### src/pwm_gen_b_defs.svh
// register indexes, field positions, reset values and widths of the generator B control block
// assumes: included by bare name from the package and the design modules
`ifndef PWM_GEN_B_DEFS_SVH
`define PWM_GEN_B_DEFS_SVH

// register indexes; byte address is four times the index
`define IDX_ENABLE_CTRL 7'h28
`define IDX_RELOAD_FREQ 7'h29
`define IDX_COUNTER 7'h2A
`define IDX_MODULUS 7'h2C
`define IDX_PULSE_TWO 7'h40
`define IDX_PULSE_THREE 7'h41
`define IDX_EVENT_STATUS 7'h50
`define IDX_EVENT_MASK 7'h51

// enable control fields
`define BIT_RUN_ENABLE 7
`define BIT_LOAD_OKAY 1
`define BIT_RELOAD_IRQ_EN 0

// reload frequency control fields
`define LSB_INTERVAL 4
`define BIT_HALF_RELOAD 3
`define LSB_DIVIDER 1
`define BIT_RELOAD_FLAG 0

// event status bits
`define EV_RELOAD 0
`define EV_LOADED 1

// widths
`define MOD_W 15
`define PW_W 16

// reset values
`define RST_MODULUS 15'h0001
`define RST_PULSE 16'h0000
`define RST_INTERVAL 4'h0
`define RST_DIVIDER 2'h0

`endif

### src/pwm_gen_b_pkg.sv
// state types of the generator B control block and its period counter
// assumes: pwm_gen_b_defs.svh on the include path
`include "pwm_gen_b_defs.svh"

package pwm_gen_b_pkg;

    typedef enum logic [0:0] {
        DIR_UP = 1'b0,
        DIR_DOWN = 1'b1
    } count_dir_type;

    typedef struct packed {
        logic [2:0] div;
        logic [`MOD_W-1:0] cnt;
        count_dir_type dir;
        logic start;
        logic half;
    } counter_state_type;

    typedef struct packed {
        logic run;
        logic ldok;
        logic rie;
        logic ldok_arm;
        logic flag_arm;
        logic flag;
        logic half;
        logic [3:0] ivl_buf;
        logic [3:0] ivl_act;
        logic [3:0] opp_cnt;
        logic [1:0] presc_buf;
        logic [1:0] presc_act;
        logic [`MOD_W-1:0] mod_buf;
        logic [`MOD_W-1:0] mod_act;
        logic [`PW_W-1:0] pw2_buf;
        logic [`PW_W-1:0] pw2_act;
        logic [`PW_W-1:0] pw3_buf;
        logic [`PW_W-1:0] pw3_act;
        logic [31:0] rdata;
        logic pin2;
        logic pin3;
        logic [1:0] ev_sts;
        logic [1:0] ev_mask;
    } ctrl_state_type;

endpackage

### src/pwm_gen_b_counter.sv
// prescaled period counter of generator B, edge or center aligned
// assumes: modulus never zero; run low holds the counter at zero
`timescale 1ns/1ps
`default_nettype none
`include "pwm_gen_b_defs.svh"

module pwm_gen_b_counter (
    // clock and reset
    input wire logic core_clk_in,
    input wire logic rst_n_in,
    input wire logic ce_in,
    // control
    input wire logic run_in,
    input wire logic center_in,
    input wire logic [1:0] divider_in,
    input wire logic [`MOD_W-1:0] modulus_in,
    // state
    output logic [`MOD_W-1:0] count_out,
    output logic cycle_start_out,
    output logic half_out
);

    pwm_gen_b_pkg::counter_state_type s_q;
    pwm_gen_b_pkg::counter_state_type s_d;
    logic [2:0] div_last;
    logic tick;

    always_comb begin
        case (divider_in)
            2'h0: div_last = 3'h0;
            2'h1: div_last = 3'h1;
            2'h2: div_last = 3'h3;
            default: div_last = 3'h7;
        endcase
    end

    assign tick = (s_q.div >= div_last);

    always_comb begin
        s_d = s_q;
        s_d.start = 1'b0;
        s_d.half = 1'b0;
        if (!run_in) begin
            s_d.div = 3'h0;
            s_d.cnt = '0;
            s_d.dir = pwm_gen_b_pkg::DIR_UP;
        end else if (!tick) begin
            s_d.div = 3'(s_q.div + 3'h1);
        end else begin
            s_d.div = 3'h0;
            if (center_in && s_q.dir == pwm_gen_b_pkg::DIR_DOWN) begin
                if (s_q.cnt <= `MOD_W'(1)) begin
                    s_d.cnt = '0;
                    s_d.dir = pwm_gen_b_pkg::DIR_UP;
                    s_d.start = 1'b1;
                end else begin
                    s_d.cnt = `MOD_W'(s_q.cnt - `MOD_W'(1));
                end
            end else if (center_in) begin
                // entering the top is the half-cycle point: both halves last modulus ticks
                if (s_q.cnt >= `MOD_W'(modulus_in - `MOD_W'(1))) begin
                    s_d.cnt = modulus_in;
                    s_d.dir = pwm_gen_b_pkg::DIR_DOWN;
                    s_d.half = 1'b1;
                end else begin
                    s_d.cnt = `MOD_W'(s_q.cnt + `MOD_W'(1));
                end
            end else begin
                s_d.dir = pwm_gen_b_pkg::DIR_UP;
                if (s_q.cnt >= `MOD_W'(modulus_in - `MOD_W'(1))) begin
                    s_d.cnt = '0;
                    s_d.start = 1'b1;
                end else begin
                    s_d.cnt = `MOD_W'(s_q.cnt + `MOD_W'(1));
                end
            end
        end
    end

    always_ff @(posedge core_clk_in or negedge rst_n_in) begin
        if (!rst_n_in) begin
            s_q <= '0;
        end else if (ce_in) begin
            s_q <= s_d;
        end
    end

    assign count_out = s_q.cnt;
    assign cycle_start_out = s_q.start;
    assign half_out = s_q.half;

endmodule
`default_nettype wire

### src/pwm_gen_b_reload_control.sv
// generator B enable, buffered load and reload timing with an APB register slave
// assumes: mode and override inputs come from logic on core_clk_in; one APB master
//
// Function
// - control registers except event status and mask take writes only in multi-generator mode; else key bits read zero
// - run enable bit 7 runs generator and pins two, three; else inactive unless overridden
// - load-okay bit 1 moves buffered divider, modulus, pulse widths in at next reload
// - load-okay set by read-zero-then-write-one; cleared by load, written zero, reset
// - bit 0 lets the reload flag request an interrupt
// - interval field bits 7-4 gives a reload every value-plus-one opportunities
// - new interval acts when the current load cycle ends; reads return buffered value
// - bit 3 adds half-cycle reload opportunities, center-aligned only
// - divider field bits 2-1 divides the counting clock by 1, 2, 4 or 8
// - divider becomes active at next reload only with load-okay set
// - reload flag bit 0 set at every reload regardless of load-okay
// - flag cleared by read-while-set then write one; a reload in between voids it
// - clearing the reload flag withdraws the pending reload interrupt
//
// The APB register port was decided locally.
`timescale 1ns/1ps
`default_nettype none
`include "pwm_gen_b_defs.svh"

module pwm_gen_b_reload_control #(
    parameter int ADDR_W = 12
) (
    // clock and reset
    input wire logic core_clk_in,
    input wire logic rst_n_in,
    input wire logic ce_in,
    // apb slave
    input wire logic psel_in,
    input wire logic penable_in,
    input wire logic pwrite_in,
    input wire logic [ADDR_W-1:0] paddr_in,
    input wire logic [31:0] pwdata_in,
    output logic [31:0] prdata_out,
    output logic pready_out,
    output logic pslverr_out,
    // unit context
    input wire logic multi_generator_mode_in,
    input wire logic center_aligned_in,
    input wire logic [1:0] output_override_control_in,
    input wire logic [1:0] override_level_in,
    // pins and interrupts
    output logic output_pin_two_out,
    output logic output_pin_three_out,
    output logic gen_b_reload_irq_out,
    output logic irq_out
);

    pwm_gen_b_pkg::ctrl_state_type s_q;
    pwm_gen_b_pkg::ctrl_state_type s_d;
    logic [6:0] idx;
    logic hit;
    logic acc;
    logic acc_wr;
    logic acc_rd;
    logic multi_generator_mode;
    logic run_eff;
    logic wr_en;
    logic wr_fq;
    logic [`MOD_W-1:0] count;
    logic cyc_start;
    logic half_pt;
    logic opp;
    logic reload;
    logic pwm_high;

    assign idx = paddr_in[8:2];
    assign acc = psel_in && penable_in;
    assign acc_wr = acc && pwrite_in;
    assign acc_rd = acc && !pwrite_in;
    assign multi_generator_mode = multi_generator_mode_in;
    assign run_eff = s_q.run && multi_generator_mode;
    assign wr_en = acc_wr && multi_generator_mode && idx == `IDX_ENABLE_CTRL;
    assign wr_fq = acc_wr && multi_generator_mode && idx == `IDX_RELOAD_FREQ;

    always_comb begin
        case (idx)
            `IDX_ENABLE_CTRL, `IDX_RELOAD_FREQ, `IDX_COUNTER, `IDX_MODULUS,
            `IDX_PULSE_TWO, `IDX_PULSE_THREE, `IDX_EVENT_STATUS, `IDX_EVENT_MASK: hit = 1'b1;
            default: hit = 1'b0;
        endcase
    end

    // next values: the first tick after a reload already runs on the new divider and modulus
    pwm_gen_b_counter counter_u (
        .core_clk_in(core_clk_in),
        .rst_n_in(rst_n_in),
        .ce_in(ce_in),
        .run_in(run_eff),
        .center_in(center_aligned_in),
        .divider_in(s_d.presc_act),
        .modulus_in(s_d.mod_act),
        .count_out(count),
        .cycle_start_out(cyc_start),
        .half_out(half_pt)
    );

    // half points come only from a center-aligned counter
    assign opp = run_eff && (cyc_start || (half_pt && s_q.half));
    assign reload = opp && (s_q.opp_cnt >= s_q.ivl_act);
    assign pwm_high = {1'b0, count} < s_q.pw2_act;

    always_comb begin
        s_d = s_q;
        // read data captured in the setup cycle so it leaves a flip-flop
        if (psel_in && !penable_in) begin
            s_d.rdata = 32'h0000_0000;
            case (idx)
                `IDX_ENABLE_CTRL: begin
                    s_d.rdata[`BIT_RUN_ENABLE] = s_q.run && multi_generator_mode;
                    s_d.rdata[`BIT_LOAD_OKAY] = s_q.ldok && multi_generator_mode;
                    s_d.rdata[`BIT_RELOAD_IRQ_EN] = s_q.rie && multi_generator_mode;
                end
                `IDX_RELOAD_FREQ: begin
                    s_d.rdata[7:4] = s_q.ivl_buf;
                    s_d.rdata[`BIT_HALF_RELOAD] = s_q.half;
                    s_d.rdata[2:1] = s_q.presc_buf;
                    s_d.rdata[`BIT_RELOAD_FLAG] = s_q.flag;
                end
                `IDX_COUNTER: s_d.rdata[`MOD_W-1:0] = count;
                `IDX_MODULUS: s_d.rdata[`MOD_W-1:0] = s_q.mod_buf;
                `IDX_PULSE_TWO: s_d.rdata[`PW_W-1:0] = s_q.pw2_buf;
                `IDX_PULSE_THREE: s_d.rdata[`PW_W-1:0] = s_q.pw3_buf;
                `IDX_EVENT_STATUS: s_d.rdata[1:0] = s_q.ev_sts;
                `IDX_EVENT_MASK: s_d.rdata[1:0] = s_q.ev_mask;
                default: s_d.rdata = 32'h0000_0000;
            endcase
        end
        // read halves of the two handshakes
        if (acc_rd && idx == `IDX_ENABLE_CTRL && !s_q.rdata[`BIT_LOAD_OKAY]) begin
            s_d.ldok_arm = 1'b1;
        end
        if (acc_rd && idx == `IDX_RELOAD_FREQ && s_q.rdata[`BIT_RELOAD_FLAG]) begin
            s_d.flag_arm = 1'b1;
        end
        if (wr_en) begin
            s_d.run = pwdata_in[`BIT_RUN_ENABLE];
            s_d.rie = pwdata_in[`BIT_RELOAD_IRQ_EN];
            if (!pwdata_in[`BIT_LOAD_OKAY]) begin
                s_d.ldok = 1'b0;
            end else if (s_q.ldok_arm) begin
                s_d.ldok = 1'b1;
            end
            s_d.ldok_arm = 1'b0;
        end
        if (wr_fq) begin
            s_d.ivl_buf = pwdata_in[7:4];
            s_d.half = pwdata_in[`BIT_HALF_RELOAD];
            s_d.presc_buf = pwdata_in[2:1];
            if (pwdata_in[`BIT_RELOAD_FLAG] && s_q.flag_arm) begin
                s_d.flag = 1'b0;
            end
            s_d.flag_arm = 1'b0;
        end
        if (acc_wr && multi_generator_mode && idx == `IDX_MODULUS) begin
            s_d.mod_buf = pwdata_in[`MOD_W-1:0];
        end
        if (acc_wr && multi_generator_mode && idx == `IDX_PULSE_TWO) begin
            s_d.pw2_buf = pwdata_in[`PW_W-1:0];
        end
        if (acc_wr && multi_generator_mode && idx == `IDX_PULSE_THREE) begin
            s_d.pw3_buf = pwdata_in[`PW_W-1:0];
        end
        if (acc_wr && idx == `IDX_EVENT_STATUS) begin
            s_d.ev_sts = s_q.ev_sts & ~pwdata_in[1:0];
        end
        if (acc_wr && idx == `IDX_EVENT_MASK) begin
            s_d.ev_mask = pwdata_in[1:0];
        end
        // opportunity counting; reload handled last so its sets win over clears
        if (opp && !reload) begin
            s_d.opp_cnt = 4'(s_q.opp_cnt + 4'h1);
        end
        if (reload) begin
            s_d.opp_cnt = 4'h0;
            s_d.ivl_act = s_q.ivl_buf;
            s_d.flag = 1'b1;
            s_d.flag_arm = 1'b0;
            s_d.ev_sts[`EV_RELOAD] = 1'b1;
            if (s_q.ldok) begin
                s_d.presc_act = s_q.presc_buf;
                s_d.mod_act = s_q.mod_buf;
                s_d.pw2_act = s_q.pw2_buf;
                s_d.pw3_act = s_q.pw3_buf;
                s_d.ldok = 1'b0;
                s_d.ev_sts[`EV_LOADED] = 1'b1;
            end
        end
        // complementary pair, deadtime applied downstream
        s_d.pin2 = output_override_control_in[0] ? override_level_in[0] : (run_eff && pwm_high);
        s_d.pin3 = output_override_control_in[1] ? override_level_in[1] : (run_eff && !pwm_high);
    end

    always_ff @(posedge core_clk_in or negedge rst_n_in) begin
        if (!rst_n_in) begin
            s_q <= '0;
            s_q.ivl_buf <= `RST_INTERVAL;
            s_q.ivl_act <= `RST_INTERVAL;
            s_q.presc_buf <= `RST_DIVIDER;
            s_q.presc_act <= `RST_DIVIDER;
            s_q.mod_buf <= `RST_MODULUS;
            s_q.mod_act <= `RST_MODULUS;
            s_q.pw2_buf <= `RST_PULSE;
            s_q.pw2_act <= `RST_PULSE;
            s_q.pw3_buf <= `RST_PULSE;
            s_q.pw3_act <= `RST_PULSE;
        end else if (ce_in) begin
            s_q <= s_d;
        end
    end

    assign prdata_out = s_q.rdata;
    assign pready_out = acc;
    assign pslverr_out = acc && !hit;
    assign output_pin_two_out = s_q.pin2;
    assign output_pin_three_out = s_q.pin3;
    assign gen_b_reload_irq_out = s_q.flag && s_q.rie && multi_generator_mode;
    assign irq_out = |(s_q.ev_sts & s_q.ev_mask);
endmodule
`default_nettype wire

### config.mk
export PLATFORM = sky130hd
export DESIGN_NAME = pwm_gen_b_reload_control
export DESIGN_NICKNAME = d
export VERILOG_FILES = /design/src/pwm_gen_b_pkg.sv /design/src/pwm_gen_b_counter.sv /design/src/pwm_gen_b_reload_control.sv
export VERILOG_INCLUDE_DIRS = /design/src
export SDC_FILE = /design/constraint.sdc
export NUM_CORES = 1
export LEC_CHECK = 0
export BUFFER_PORTS_ARGS = -buffer_cell sky130_fd_sc_hd__buf_2
export CAP_MARGIN = 15
export CELL_PAD_IN_SITES_DETAIL_PLACEMENT = 0
export CELL_PAD_IN_SITES_GLOBAL_PLACEMENT = 1
export CORE_ASPECT_RATIO = 1.75
export CORE_MARGIN = 3
export CORE_UTILIZATION = 50
export CTS_CLUSTER_SIZE = 12
export DETAILED_ROUTE_END_ITERATION = 10
export MAX_ROUTING_LAYER = met4
export PLACE_DENSITY_LB_ADDON = 0.12
export SKIP_CTS_REPAIR_TIMING = 1
export SYNTH_ARGS = -nofsm -noshare
export SYNTH_HDL_FRONTEND = slang
export SYNTH_SLANG_ARGS = --single-unit
### constraint.sdc
create_clock -name core_clk_in -period 8.3 [get_ports core_clk_in]
set_clock_uncertainty 0.1 [all_clocks]
set_input_delay 0.83 -clock core_clk_in [delete_from_list [all_inputs] [get_ports core_clk_in]]
set_output_delay 0.83 -clock core_clk_in [all_outputs]
set_load 0.02 [all_outputs]
==> impl_metrics.yaml <==
setup_path:
  crit_buf_inv: 1
  timing.critical_path.arrival_ns: 6.06
  worst-path-max-fanout: 22
  critPathLaunch: "multi_generator_mode_in"
  cell_breakdown_of_the_critical_path: "buf_2 -> nand2_2 -> or3b_1 -> nor2_4 -> mux2i_1 -> ha_1 -> or3b_2 -> a221oi_1 -> nor2_1 -> a211oi_2 -> ha_1 -> and4_1 -> a221oi_1 -> o21a_1 -> a31oi_1 -> o221ai_1"
  crit_path_max_incr_delay_ns: 0.65
  cp_top_family: "simple AND/OR/NAND/NOR gates"
  worst_setup_path_end_kind: "register"
  worstSetupPathType: "in -> reg"
  timing.reg2reg.setup_slack_ns: 2.58
  nature_of_the_critical_path_startpoint: "primary input"
  cp_slowest_cell: "sky130_fd_sc_hd__o21a_1"
  worst-endpoint-required_ns: 8.53
  ff2ff_path_depth: 16
  regToRegEndpoint: "counter_u.count_out[1]"
  worst_r2r_startpoint: "s_q[137]"
global_route:
  grt_pass1_vias: 6677
  globalRoute.totalOverflow: 0
  grt_start_max_net_pins: 104
  grt_pass1_wl_mm: 34.9
  antenna_found_initial: 0
  globalRouteTotalUtil_pct: 23.8
sta:
  min_period_over_period_pct: 70.3
  report.final.slew_viol_count: 0
  layout_min_cycle_time_ns: 5.83
  maxClockFrequency_mhz: 171
  max-slew-margin-rel_pct: 32.4
  tightest_slew_ns: 1.01
  final_hold_viol_count: 0
  unrepaired_setup_endpoints_after_global_routing: "no"
  fin_setup_tns_ns: 0
  final_setup_violations: 0
clock_network:
  clk_root_buffer_cell: "sky130_fd_sc_hd__clkbuf_16"
  cts_tree: "built"
  htreeDepth: 4
  insertion_delay_of_the_later_clocked_pin_in_the_worst_skew_pair_ns: 0.42
  cts_num_sinks: 144
  cts-buffers-inserted: 17
  worst_setup_hold_path_clk_slew_ns: 0.07
  cts_max_path_buffers: 2
run_status:
  status: "completed"
layout:
  net_count_final: 970
  syn_to_final_growth_pct: 10.4
  final_layout_size_suffix_gt1_share_pct: 24.1
  postLayoutCoreUtil_pct: 56.4
  fill_cells: 1493
  num_antenna_cells: 0
worst_hold_path:
  worst_hold_path.endpoint: "prdata_out[13]"
  hp-start: "prdata_out[13]"
  hold_path.class: "reg -> reg"
  timing.hold.worst_path_depth: 1
floorplan:
  chipHeight_um: 180
  top_level_ports: 94
  die_width_um: 105
  die-area_sq_um: 19000
  rows: 63
  core_area_sq_um: 16900
  initial_core_util_pct: 51.0
route:
  drt_first_iter_violations: 451
  number_of_antenna_violating_nets_in_the_routed_design: 0
  totalWireLength_mm: 21.7
  drt_drc_violations_left: 0
  detail_route.first_pass.iterations: 6
  routed-via-count: 6633
  routedWlPerCell_um: 19.5
  vias_per_cell: 5.96
pwr:
  sw_frac_of_total_pct: 25.1
  share_clk_of_total_power_pct: 49.9
  power.leakage_nw: 4.72
  pwr_per_cell_area_nw_per_um2: 161
  share_comb_of_total_power_pct: 3.9
  p_sw_mw: 0.385
  internal_power_mw: 1.15
  share_seq_of_total_power_pct: 46.2
  vdd_drop_max_v: 0.000143
synth:
  synth_largest_type_area_fraction_pct: 41.1
  synth_top_flop_cell: "sky130_fd_sc_hd__dfrtp_1"
  synthesis.area_sq_um: 8650
  ys_top_cells_by_count: "sky130_fd_sc_hd__dfrtp_1, sky130_fd_sc_hd__mux2_2, sky130_fd_sc_hd__nand2_1, sky130_fd_sc_hd__ha_1, sky130_fd_sc_hd__a21oi_1"
  yosys.area.top_type: "sky130_fd_sc_hd__dfrtp_1"
  synth_warnings: 0
  synth_top_cells_by_area: "sky130_fd_sc_hd__dfrtp_1, sky130_fd_sc_hd__mux2_2, sky130_fd_sc_hd__ha_1"
  syn_avg_cell_area_sq_um: 10.2
  ys_seq_elements: 144
  synthCells: 845
  synth-edff-count: 0
  yosys.cell_count.top_type: "sky130_fd_sc_hd__dfrtp_1"
  ys_seq_area_share_pct: 41.7
  ys_types: 70
  synthArstFlopShare_pct: 100
place:
  detailed_place_hpwl_mm: 16.5
  io_buffer_count: 56
  finalWeightedCongestion: 0.868
flow_run:
  cap_viol_max_count: 0
[layout by cell type, fill, tap and decap left out, types with 5 or more instances in the layout]
cell type	Yosys	final
sky130_fd_sc_hd__mux2_2	95	95
sky130_fd_sc_hd__dfrtp_1	142	142
sky130_fd_sc_hd__and3_1	9	9
sky130_fd_sc_hd__nor4_1	8	8
sky130_fd_sc_hd__a22oi_1	9	9
sky130_fd_sc_hd__or4_1	6	6
sky130_fd_sc_hd__a21oi_1	39	39
sky130_fd_sc_hd__inv_1	32	32
sky130_fd_sc_hd__mux2i_1	17	17
sky130_fd_sc_hd__ha_1	42	42
sky130_fd_sc_hd__inv_6	0	5
sky130_fd_sc_hd__nand4_1	7	7
sky130_fd_sc_hd__nor2_1	38	38
sky130_fd_sc_hd__o311ai_0	6	6
sky130_fd_sc_hd__nand3_1	37	37
sky130_fd_sc_hd__buf_4	34	11
sky130_fd_sc_hd__nand2_1	70	70
sky130_fd_sc_hd__a221oi_1	7	7
sky130_fd_sc_hd__a222oi_1	12	12
sky130_fd_sc_hd__or3_1	7	7
sky130_fd_sc_hd__a21o_1	21	21
sky130_fd_sc_hd__nor2b_1	5	5
sky130_fd_sc_hd__o21ai_0	37	37
sky130_fd_sc_hd__clkbuf_16	0	17
sky130_fd_sc_hd__buf_2	7	55
sky130_fd_sc_hd__xor2_1	17	17
sky130_fd_sc_hd__conb_1	1	16
sky130_fd_sc_hd__xnor2_1	16	16
sky130_fd_sc_hd__nor3_1	15	15
[through the flow]
step / power, mW / area (sq um) / setup WS, ns / hold WS [ns] / cells
after floorplan: 0.752 / 8710 / 3.01 / 0.350 / 860
after global placement: 0.780 / 8950 / 2.22 / 0.358 / 1079
after detailed placement: 0.782 / 8950 / 2.08 / 0.360 / 1079
after CTS: 1.55 / 9540 / 2.48 / 0.376 / 1111
after global routing: 1.58 / 9550 / 2.11 / 0.395 / 1112
final: 1.53 / 9550 / 2.47 / 0.372 / 1112
[area by class of cell]
| cell class | instances | area, sq um | share of cell area, % |
|---|---|---|---|
| multi-input combinational | 609 | 4570 | 47.9 |
| inverter | 32 | 120 | 1.26 |
| sequential | 144 | 3610 | 37.8 |
| timing repair buffer | 68 | 380 | 3.98 |
| clock buffer | 17 | 425 | 4.45 |
| clock inverter | 15 | 164 | 1.72 |
| tap | 227 | 284 | 2.97 |
[worst max-delay path by stage]
stage	end	slack (ns)	cells after the start
detailed placement	counter_u.count_out[4]	2.08	16
global placement	counter_u.count_out[1]	2.22	16
finish	counter_u.count_out[1]	2.47	16
floorplan	counter_u.count_out[1]	3.01	20
CTS	counter_u.count_out[1]	2.48	16
global route	counter_u.count_out[1]	2.11	16
[sequential cells by signal, summed over array words and instances, names as in the netlist]
register,flops
counter_u.count_out,15
counter_u.cycle_start_out,1
counter_u.half_out,1
counter_u.s_q,4
output_pin_three_out,1
output_pin_two_out,1
prdata_out,16
s_q,105
[metal layers]
metal | vias up | wire [um] | track usage, %
met3 | 28 | 619 | 2.95
met5 | - | 0 | -
met2 | 166 | 11900 | 42.6
li1 | 3115 | - | -
met1 | 3324 | 8670 | 27.2
met4 | 0 | 453 | 8.30
[cell families after synthesis]
family	after synthesis	share of synthesized area, %
fa+ha+maj	43	6.19
other cells	1	0.0434
buf+inv	107	6.22
xor+xnor	33	3.34
mux	114	14.9
compound gates	172	13.6
flops	144	41.7
simple gates	231	14.1
[worst reg2reg max path, delay by kind of cell, from the launching register on]
family,cells,cell delay (ns)
AO/OA/AOI/OAI,8,2.36
adder cells (fa/ha/maj),3,1.00
flip-flops,1,0.42
multiplexers,1,0.35
AND/OR/NAND/NOR,4,1.40
[power by group through the flow]
| stage | Clock, mW | Sequential [mW] | Combinational (mW) |
|---|---|---|---|
| finish | 0.765 | 0.708 | 0.0602 |
| global route | 0.809 | 0.708 | 0.0668 |
| CTS | 0.779 | 0.708 | 0.0612 |
| detailed placement | 0 | 0.721 | 0.0609 |
| global placement | 0 | 0.721 | 0.0594 |
| floorplan | 0 | 0.721 | 0.0307 |
Note: power is estimated with default switching activity, not from simulation.
